[config.mk]
export PLATFORM = sky130hd
export DESIGN_NAME = tlic_ctrl
export DESIGN_NICKNAME = d
export VERILOG_FILES = /design/src/core/tlic_ctrl.v
export VERILOG_INCLUDE_DIRS = /design/src /design/src/core
export SDC_FILE = /design/constraint.sdc
export NUM_CORES = 1
export LEC_CHECK = 0
export BUFFER_PORTS_ARGS = -buffer_cell sky130_fd_sc_hd__buf_2
export CAP_MARGIN = 20
export CORE_AREA = 2 2 120 64
export DETAILED_ROUTE_END_ITERATION = 12
export DIE_AREA = 0 0 122 66
export PLACE_DENSITY = 0.84
export SYNTH_ARGS = -nofsm -noshare
export SYNTH_HDL_FRONTEND = slang
export SYNTH_SLANG_ARGS = --single-unit
[constraint.sdc]
create_clock -name clk_in -period 6.9 [get_ports clk_in]
set_input_delay 0.345 -clock clk_in [delete_from_list [all_inputs] [get_ports clk_in]]
set_output_delay 0.345 -clock clk_in [all_outputs]
set_load 0.005 [all_outputs]
[src/core/tlic_map.vh]
/*
 * Constants of the two-level interrupt controller: machine-cycle timing,
 * flag positions, source order, vectors and reset values.
 * Assumes a 20 MHz system clock and four clocks to a machine cycle.
 */
`ifndef TLIC_MAP_VH
`define TLIC_MAP_VH

// ==========================================================================
// Timing
// ==========================================================================
`define TLIC_CLK_PERIOD_NS   50
`define TLIC_CLKS_PER_MCYC   4
`define TLIC_PHASE_C3        2'h2
`define TLIC_PHASE_POLL      2'h3
`define TLIC_PHASE_SNAP      2'h0
`define TLIC_CALL_MCYC       4
`define TLIC_CALL_CLKS       (`TLIC_CALL_MCYC * `TLIC_CLKS_PER_MCYC)
`define TLIC_MAX_LAT_MCYC    12
`define TLIC_MAX_LAT_CLKS    (`TLIC_MAX_LAT_MCYC * `TLIC_CLKS_PER_MCYC)

// ==========================================================================
// Flag positions
// ==========================================================================
`define TLIC_NFLAGS          15
`define TLIC_F_EXT0          0
`define TLIC_F_EXT1          1
`define TLIC_F_EXT2          2
`define TLIC_F_EXT5          5
`define TLIC_F_TMR0          6
`define TLIC_F_TMR1          7
`define TLIC_F_TMR2_OVF      8
`define TLIC_F_TMR2_EXT      9
`define TLIC_F_WDOG          10
`define TLIC_F_RX0           11
`define TLIC_F_TX0           12
`define TLIC_F_RX1           13
`define TLIC_F_TX1           14

// ==========================================================================
// Sources in fixed order, highest first
// ==========================================================================
`define TLIC_NSRC            12
`define TLIC_S_EXT0          0
`define TLIC_S_TMR0          1
`define TLIC_S_EXT1          2
`define TLIC_S_TMR1          3
`define TLIC_S_SER0          4
`define TLIC_S_TMR2          5
`define TLIC_S_SER1          6
`define TLIC_S_EXT2          7
`define TLIC_S_WDOG          11

// ==========================================================================
// Vectors
// ==========================================================================
`define TLIC_VEC_EXT0        16'h0003
`define TLIC_VEC_TMR0        16'h000B
`define TLIC_VEC_EXT1        16'h0013
`define TLIC_VEC_TMR1        16'h001B
`define TLIC_VEC_SER0        16'h0023
`define TLIC_VEC_TMR2        16'h002B
`define TLIC_VEC_SER1        16'h003B
`define TLIC_VEC_EXT2        16'h0043
`define TLIC_VEC_EXT3        16'h004B
`define TLIC_VEC_EXT4        16'h0053
`define TLIC_VEC_EXT5        16'h005B
`define TLIC_VEC_WDOG        16'h0063

// ==========================================================================
// Reset values
// ==========================================================================
`define TLIC_RST_FLAGS       15'h0000
`define TLIC_RST_VECTOR      16'h0000
`define TLIC_RST_INSERV      2'h0

`endif

[src/core/tlic_ctrl.v]
/*
 * Two-level interrupt controller: flag keeping, edge detection of six external
 * pins and level detection of pins 0 and 1, per-machine-cycle polling and priority resolution,
 * hardware call sequencing and in-service tracking per level.
 * Assumes a processor core on the same clock that reports the last cycle
 * of each instruction, blocking instructions and return-from-interrupt,
 * and peripherals that pulse their flag-set inputs for one clock.
 */
// Notes on behaviour
// Twelve sources, two levels, own flag/enable/vector.
// Pins 0,1 edge or level; high-then-low sets.
// Edge-mode pin 0,1 flags clear on vectoring.
// Level-mode pin 0,1 flags follow pin, not cleared.
// Requester holds pin a machine cycle; level low.
// Pins 2-5 edge only; optional hardware clear.
// Timer 0,1 flags cleared on vectoring.
// Timer 2 request is OR, software clears.
// Watchdog flag requests when its enable set.
// Serial requests OR rx/tx; never hardware cleared.
// Software may write every flag, forcing requests.
// Per-source enables plus global enable mask.
// No lower preemption; fixed order within level.
// Flags sampled and resolved each machine cycle.
// Call only when three conditions all hold.
// Requests are not latched between polls.
// Call pushes PC only, then loads vector.
// Fixed vector address per source.
// Only return-from-interrupt ends in-service state.
// Pins sampled at C3; timer flags polled next.
// Call lasts four machine cycles.
// Worst single-source response twelve machine cycles.
// One in-service bit per level, highest cleared.
`timescale 1ns/10ps
`include "tlic_map.vh"

module tlic_ctrl (
  input  wire        clk_in,
  input  wire        srst_in,
  input  wire [5:0]  ext_irq_pin_in,
  input  wire        ext0_trigger_type_in,
  input  wire        ext1_trigger_type_in,
  input  wire [3:0]  auto_clear_select_in,
  input  wire        tmr0_overflow_set_in,
  input  wire        tmr1_overflow_set_in,
  input  wire        tmr2_overflow_set_in,
  input  wire        tmr2_external_set_in,
  input  wire        wdog_timeout_set_in,
  input  wire        rx_done_set_in,
  input  wire        tx_done_set_in,
  input  wire        rx1_done_set_in,
  input  wire        tx1_done_set_in,
  input  wire        sw_flag_wr_in,
  input  wire [3:0]  sw_flag_idx_in,
  input  wire        sw_flag_val_in,
  input  wire [11:0] source_enable_in,
  input  wire        global_enable_in,
  input  wire [11:0] level_select_in,
  input  wire        last_cycle_in,
  input  wire        blocking_instr_in,
  input  wire        return_from_interrupt_in,
  output reg  [14:0] flag_out,
  output reg  [1:0]  in_service_out,
  output reg         push_pc_out,
  output reg         call_busy_out,
  output reg         vector_load_out,
  output reg  [15:0] vector_out,
  output reg  [3:0]  call_source_out,
  output reg         call_level_out,
  output reg  [1:0]  mcyc_phase_out
);

  // ========================================================================
  // Machine-cycle phase
  // ========================================================================
  localparam ST_IDLE = 1'b0;
  localparam ST_CALL = 1'b1;

  reg [1:0] phase;
  reg       state;
  reg [4:0] call_cnt;

  always @(posedge clk_in) begin
    if (srst_in) begin
      phase <= 2'h0;
    end else begin
      phase <= phase + 2'h1;
    end
  end

  // ========================================================================
  // External pin synchronisers and C3 sampling
  // ========================================================================
  // The requester must hold each level for a machine cycle, otherwise a
  // short pulse can fall between two C3 samples and be missed.
  reg [5:0] pin_meta;
  reg [5:0] pin_sync;
  reg [5:0] pin_samp;

  always @(posedge clk_in) begin
    if (srst_in) begin
      pin_meta <= 6'h3F;
      pin_sync <= 6'h3F;
      pin_samp <= 6'h3F;
    end else begin
      pin_meta <= ext_irq_pin_in;
      pin_sync <= pin_meta;
      if (phase == `TLIC_PHASE_C3) begin
        pin_samp <= pin_sync;
      end
    end
  end

  wire       at_c3 = (phase == `TLIC_PHASE_C3);
  wire [5:0] fall  = pin_samp & ~pin_sync & {6{at_c3}};
  wire [5:0] low3  = ~pin_sync & {6{at_c3}};
  wire [5:0] high3 = pin_sync & {6{at_c3}};

  // ========================================================================
  // Flag set and clear terms
  // ========================================================================
  reg  [14:0] hw_set;
  reg  [14:0] hw_clr;
  reg         call_start;
  reg  [3:0]  win_src;

  always @* begin
    hw_set = 15'h0000;
    hw_clr = 15'h0000;
    // Edge mode sets on a fall; level mode makes the flag track the pin.
    hw_set[`TLIC_F_EXT0] = ext0_trigger_type_in ? fall[0] : low3[0];
    hw_set[`TLIC_F_EXT1] = ext1_trigger_type_in ? fall[1] : low3[1];
    hw_clr[`TLIC_F_EXT0] = ~ext0_trigger_type_in & high3[0];
    hw_clr[`TLIC_F_EXT1] = ~ext1_trigger_type_in & high3[1];
    hw_set[`TLIC_F_EXT5:`TLIC_F_EXT2] = fall[5:2];
    hw_set[`TLIC_F_TMR0]     = tmr0_overflow_set_in;
    hw_set[`TLIC_F_TMR1]     = tmr1_overflow_set_in;
    hw_set[`TLIC_F_TMR2_OVF] = tmr2_overflow_set_in;
    hw_set[`TLIC_F_TMR2_EXT] = tmr2_external_set_in;
    hw_set[`TLIC_F_WDOG]     = wdog_timeout_set_in;
    hw_set[`TLIC_F_RX0]      = rx_done_set_in;
    hw_set[`TLIC_F_TX0]      = tx_done_set_in;
    hw_set[`TLIC_F_RX1]      = rx1_done_set_in;
    hw_set[`TLIC_F_TX1]      = tx1_done_set_in;
    if (call_start) begin
      if (win_src == `TLIC_S_EXT0 && ext0_trigger_type_in) begin
        hw_clr[`TLIC_F_EXT0] = 1'b1;
      end else if (win_src == `TLIC_S_EXT1 && ext1_trigger_type_in) begin
        hw_clr[`TLIC_F_EXT1] = 1'b1;
      end else if (win_src == `TLIC_S_TMR0) begin
        hw_clr[`TLIC_F_TMR0] = 1'b1;
      end else if (win_src == `TLIC_S_TMR1) begin
        hw_clr[`TLIC_F_TMR1] = 1'b1;
      end else if (win_src >= `TLIC_S_EXT2 && win_src < `TLIC_S_WDOG) begin
        // Sources 7..10 map to flags 2..5 and select bits 0..3.
        if (auto_clear_select_in[win_src[1:0] + 2'h1]) begin
          hw_clr[win_src - 4'h5] = 1'b1;
        end
      end
      // Timer 2, serial and watchdog flags stay set on vectoring.

    end
  end

  // ========================================================================
  // Flag registers
  // ========================================================================
  // A hardware set beats both a software clear and a vectoring clear in
  // the same clock, so no event is ever dropped.
  genvar gi;
  generate
    for (gi = 0; gi < `TLIC_NFLAGS; gi = gi + 1) begin : g_flag
      wire sw_hit = sw_flag_wr_in && (sw_flag_idx_in == gi);
      wire base   = sw_hit ? sw_flag_val_in : flag_out[gi];
      always @(posedge clk_in) begin
        if (srst_in) begin
          flag_out[gi] <= 1'b0;
        end else begin
          flag_out[gi] <= (base & ~hw_clr[gi]) | hw_set[gi];
        end
      end
    end
  endgenerate

  // ========================================================================
  // Snapshot and per-source requests
  // ========================================================================
  // Flags are snapshot at the start of each machine cycle, so a timer flag
  // set at C3 is first polled in the following machine cycle.
  reg [14:0] snap;

  always @(posedge clk_in) begin
    if (srst_in) begin
      snap <= `TLIC_RST_FLAGS;
    end else if (phase == `TLIC_PHASE_SNAP) begin
      snap <= flag_out;
    end
  end

  wire [11:0] src_req;
  assign src_req[`TLIC_S_EXT0] = snap[`TLIC_F_EXT0];
  assign src_req[`TLIC_S_TMR0] = snap[`TLIC_F_TMR0];
  assign src_req[`TLIC_S_EXT1] = snap[`TLIC_F_EXT1];
  assign src_req[`TLIC_S_TMR1] = snap[`TLIC_F_TMR1];
  assign src_req[`TLIC_S_SER0] = snap[`TLIC_F_RX0] | snap[`TLIC_F_TX0];
  assign src_req[`TLIC_S_TMR2] = snap[`TLIC_F_TMR2_OVF] |
                                 snap[`TLIC_F_TMR2_EXT];
  assign src_req[`TLIC_S_SER1] = snap[`TLIC_F_RX1] |
                                 snap[`TLIC_F_TX1];
  assign src_req[10:7]         = snap[`TLIC_F_EXT5:`TLIC_F_EXT2];
  // The watchdog enable is bit 11 of source_enable_in.
  assign src_req[`TLIC_S_WDOG] = snap[`TLIC_F_WDOG];

  wire [11:0] live   = src_req & source_enable_in &
                       {12{global_enable_in}};
  wire [11:0] live_h = live & level_select_in;
  wire [11:0] live_l = live & ~level_select_in;

  // ========================================================================
  // Priority resolution
  // ========================================================================
  reg        win_found;
  reg        win_level;
  integer    k;

  always @* begin
    win_found = 1'b0;
    win_level = 1'b0;
    win_src   = 4'h0;
    // Walk from lowest to highest so the highest in order is left last.
    for (k = `TLIC_NSRC - 1; k >= 0; k = k - 1) begin
      if (live_l[k] && in_service_out == 2'h0) begin
        win_found = 1'b1;
        win_level = 1'b0;
        win_src   = k[3:0];
      end
    end
    for (k = `TLIC_NSRC - 1; k >= 0; k = k - 1) begin
      if (live_h[k] && !in_service_out[1]) begin
        win_found = 1'b1;
        win_level = 1'b1;
        win_src   = k[3:0];
      end
    end
    // Nothing is remembered: a request missing at this poll is dropped.
    call_start = win_found && (phase == `TLIC_PHASE_POLL) &&
                 last_cycle_in && !blocking_instr_in &&
                 (state == ST_IDLE);
  end

  function [15:0] vec_of;
    input [3:0] s;
    begin
      case (s)
        4'h0:    vec_of = `TLIC_VEC_EXT0;
        4'h1:    vec_of = `TLIC_VEC_TMR0;
        4'h2:    vec_of = `TLIC_VEC_EXT1;
        4'h3:    vec_of = `TLIC_VEC_TMR1;
        4'h4:    vec_of = `TLIC_VEC_SER0;
        4'h5:    vec_of = `TLIC_VEC_TMR2;
        4'h6:    vec_of = `TLIC_VEC_SER1;
        4'h7:    vec_of = `TLIC_VEC_EXT2;
        4'h8:    vec_of = `TLIC_VEC_EXT3;
        4'h9:    vec_of = `TLIC_VEC_EXT4;
        4'hA:    vec_of = `TLIC_VEC_EXT5;
        default: vec_of = `TLIC_VEC_WDOG;
      endcase
    end
  endfunction

  // ========================================================================
  // Hardware call sequence and in-service tracking
  // ========================================================================
  always @(posedge clk_in) begin
    if (srst_in) begin
      state           <= ST_IDLE;
      call_cnt        <= 5'h00;
      push_pc_out     <= 1'b0;
      call_busy_out   <= 1'b0;
      vector_load_out <= 1'b0;
      vector_out      <= `TLIC_RST_VECTOR;
      call_source_out <= 4'h0;
      call_level_out  <= 1'b0;
      in_service_out  <= `TLIC_RST_INSERV;
      mcyc_phase_out  <= 2'h0;
    end else begin
      mcyc_phase_out  <= phase;
      push_pc_out     <= 1'b0;
      vector_load_out <= 1'b0;
      case (state)
        ST_IDLE: begin
          if (call_start) begin
            state           <= ST_CALL;
            call_cnt        <= 5'h00;
            push_pc_out     <= 1'b1;
            call_busy_out   <= 1'b1;
            vector_out      <= vec_of(win_src);
            call_source_out <= win_src;
            call_level_out  <= win_level;
          end
        end
        default: begin
          call_cnt <= call_cnt + 5'h01;
          if (call_cnt == `TLIC_CALL_CLKS - 1) begin
            state           <= ST_IDLE;
            call_busy_out   <= 1'b0;
            vector_load_out <= 1'b1;
          end
        end
      endcase
      // When a call and a return fall in the same clock, the call wins: it
      // sets its in-service bit and the return is ignored.
      if (call_start) begin
        in_service_out[win_level] <= 1'b1;
      end else if (return_from_interrupt_in) begin
        if (in_service_out[1]) begin
          in_service_out[1] <= 1'b0;
        end else begin
          in_service_out[0] <= 1'b0;
        end
      end
    end
  end

endmodule

==> impl_metrics.ini <==
[die]
die_h_um = 66
die_area_um2 = 8052
io_pins = 100
std_cell_rows = 22
core_um2 = 7019
start_util_pct = 56.43
die_x_um = 122

[timing]
setup_viol = 0
rsz0062_at_grt = false
fin_skew_ns = 0.007149
period_minus_slack_ns = 3.795
slew_headroom_pct = 35.60
worstMarginPinSlew_ns = 0.9660
period_share_pct = 54.99
slew_viol_final = 0
timing.fmax_mhz = 263.5
hold_viol = 0
setup_tns_ns = 0

[placed_design]
dp_hpwl_mm = 8.680
io_buffers = 89
gp_congestion = 0.9408

[clocking]
cts-buffers-inserted = 9
post_cts_resized = 0
cts_sinks = 73
cts_tree = yes
cts_setup_buffers = 0
clk-insertion-delay-late_ns = 0.33
cts_hold_buffers = 0
clkTransAtPathRegs_ns = 0.05
cts_max_level = 3
clk_path_buf_depth = 2
root_buffer = clkbuf_16

[critical_path]
arrival_ns = 4.00
critPathMaxStageDelay_ns = 0.45
cp_slowest_cell = nor2_1
crit_chain = and2b_1 -> o2111ai_1 -> a21boi_0 -> o22ai_1 -> a21o_1 -> nor2_1 -> inv_1 -> ha_1 -> a22o_1 -> or2_2 -> a211oi_1 -> a311o_1 -> a31oi_1
cp-start-kind = flip-flop
path_class = reg2reg
critPathLaunch = in_service_out[1]
path_depth = 13
worstReg2RegStart = in_service_out[1]
worst_setup_path_end_kind = flip-flop
critPathTopFamily = compound AO/OA/AOI/OAI gates
crit_path_max_fanout = 8
rr_worst_depth = 13
worstPathRequired_ns = 7.10
path_buf_inv = 1

[pwr]
pwr-share-comb_pct = 15.3
clockPowerShare_pct = 42.3
swShare_pct = 25.99
seqPwrFrac_pct = 42.4
cellPowerDensity_nw_per_um2 = 226.9
p_int_mw = 0.7892
power_leakage_nw = 2.083
irDropWorstVdd_v = 0.0002006
p_switching_mw = 0.2772

[grt]
grt_pass1_wl_mm = 18.04
grt_pass1_vias = 3495
grt_usage_pct = 29.83
grt_max_degree = 65
antenna_found_initial = 0
grt-ovfl-total = 0

[synthesis]
netlist_instances = 475
synth_seq_cells = 73
synth_commonest_cells = 73 x dfxtp_1, 45 x nand2_1, 44 x nor2_1, 27 x a21oi_1, 26 x o21ai_0
yosys_warnings = 0
synth_top_area_share_pct = 36.89
synthArstFlopShare_pct = 0
syn-cell-area_um2 = 3961
post-synth-top-count-cell = dfxtp_1
avgSynthCellArea_um2 = 8.340
yosys.area.top_type = dfxtp_1
seq_area_frac_synth_pct = 36.89
synthFlopType = dfxtp_1
synth.area.top_cells = dfxtp_1 37%, mux2i_1 5.6%, nand2_1 4.3%
synth_edf_count = 0
yosys.cell_types.count = 66

[detailed_routing]
routed_via_density = 5.956
drt_iter0_markers = 415
vias = 3889
wl_per_cell_um = 17.93
wl_mm = 11.71
ant_nets = 0
drc = 0
first_pass_iters = 5

[final_layout]
areaGrowthSynthToFinish_pct = 18.64
nFillCells = 615
final_nets = 623
multi_input_area_um2 = 2281
layout-drive-gt1-share_pct = 24.42
utilization_pct = 66.95
layout.area.seq_um2 = 1461
num_antenna_cells = 0

[min_path]
holdCritStartpoint = ext_irq_pin_in[5]
hp-class = in2reg
min_path_cells = 2

[status]
status = complete, no violations

[run]
maxCapViolCount = 0
-- layout make-up --
cell class	count	area share [%]
multi-input cells	357	48.54
flip-flops and latches	73	31.10
repair buffers	90	9.904
clock buffers	11	5.165
well taps	96	2.556
inverters	23	1.837
clock inverters	3	0.9052
-- registers in the layout, indices dropped and copies added (netlist names) --
signal and flops:
flag_out 15, snap 15, pin_meta 6, pin_samp 6, pin_sync 6, call_cnt 5, vector_out 5, call_source_out 4
in_service_out 2, mcyc_phase_out 2, phase 2, call_busy_out 1, call_level_out 1, push_pc_out 1, state 1, vector_load_out 1
-- cells by family (layout without fill, tap and decap cells) --
| group | count (synthesis) | count (layout) | synth area share (%) |
|---|---|---|---|
| compound gates | 134 | 134 | 23.15 |
| buf+inv | 54 | 127 | 6.380 |
| simple gates | 178 | 178 | 23.85 |
| fa+ha+maj | 12 | 12 | 3.790 |
| flops | 73 | 73 | 36.89 |
| mux | 23 | 23 | 5.843 |
| other cells | 1 | 10 | 0.09467 |
-- routing by layer --
layer	share of wire, %	GRT usage (%)	wire, um
met5	0	0	0
met4	1.4	6.466	169
met3	12	11.55	1367
met2	41	42.67	4745
met1	46	42.23	5428
-- placed cells by master, fill, tap and decap left out, types with 3 or more instances in the layout --
cell / n
nand2b_1: 6
nor3_1: 7
o21ai_0: 26
ha_1: 12
inv_1: 23
or2_2: 19
o22ai_1: 7
or3_1: 4
a21oi_1: 27
a31oi_1: 8
o211ai_1: 3
a21o_1: 3
dfxtp_1: 73
clkbuf_16: 9
o21a_1: 8
a211oi_1: 5
nand2_1: 45
nor2b_1: 11
nand3b_1: 4
o311a_1: 8
a22o_1: 3
mux2i_1: 22
nor3b_1: 4
a311oi_1: 10
and3_1: 3
conb_1: 10
nand3_1: 13
buf_2: 89
a41oi_1: 4
nor2_1: 44
-- power by group through the flow --
| stage | Clock [mW] | Combinational (mW) | Sequential, mW |
|---|---|---|---|
| floorplan | 0 | 0.108 | 0.456 |
| global placement | 0 | 0.150 | 0.459 |
| detailed placement | 0 | 0.156 | 0.460 |
| CTS | 0.455 | 0.157 | 0.451 |
| global route | 0.477 | 0.177 | 0.453 |
| finish | 0.451 | 0.163 | 0.452 |
-- worst paths after layout --
| path | to | slack, ns |
|---|---|---|
| worst max register to register | flag_out[7] | 3.11 |
| worst min-delay path | pin_meta[5] | 0.19 |
| worst max-delay path | flag_out[7] | 3.11 |
| worst min register to register | pin_sync[4] | 0.40 |
-- stage by stage --
stage	instances	hold WS, ns	setup WS (ns)	instance area [um^2]	power, mW
CTS	652	0.1874	3.179	4679	1.063
floorplan	484	0.3895	3.744	3995	0.5638
finish	653	0.1906	3.105	4700	1.066
global placement	638	0.3926	3.369	4394	0.6098
global route	653	0.1807	2.826	4700	1.107
detailed placement	638	0.3945	3.150	4394	0.6159
No activity file was read; power rests on OpenSTA's default activity.
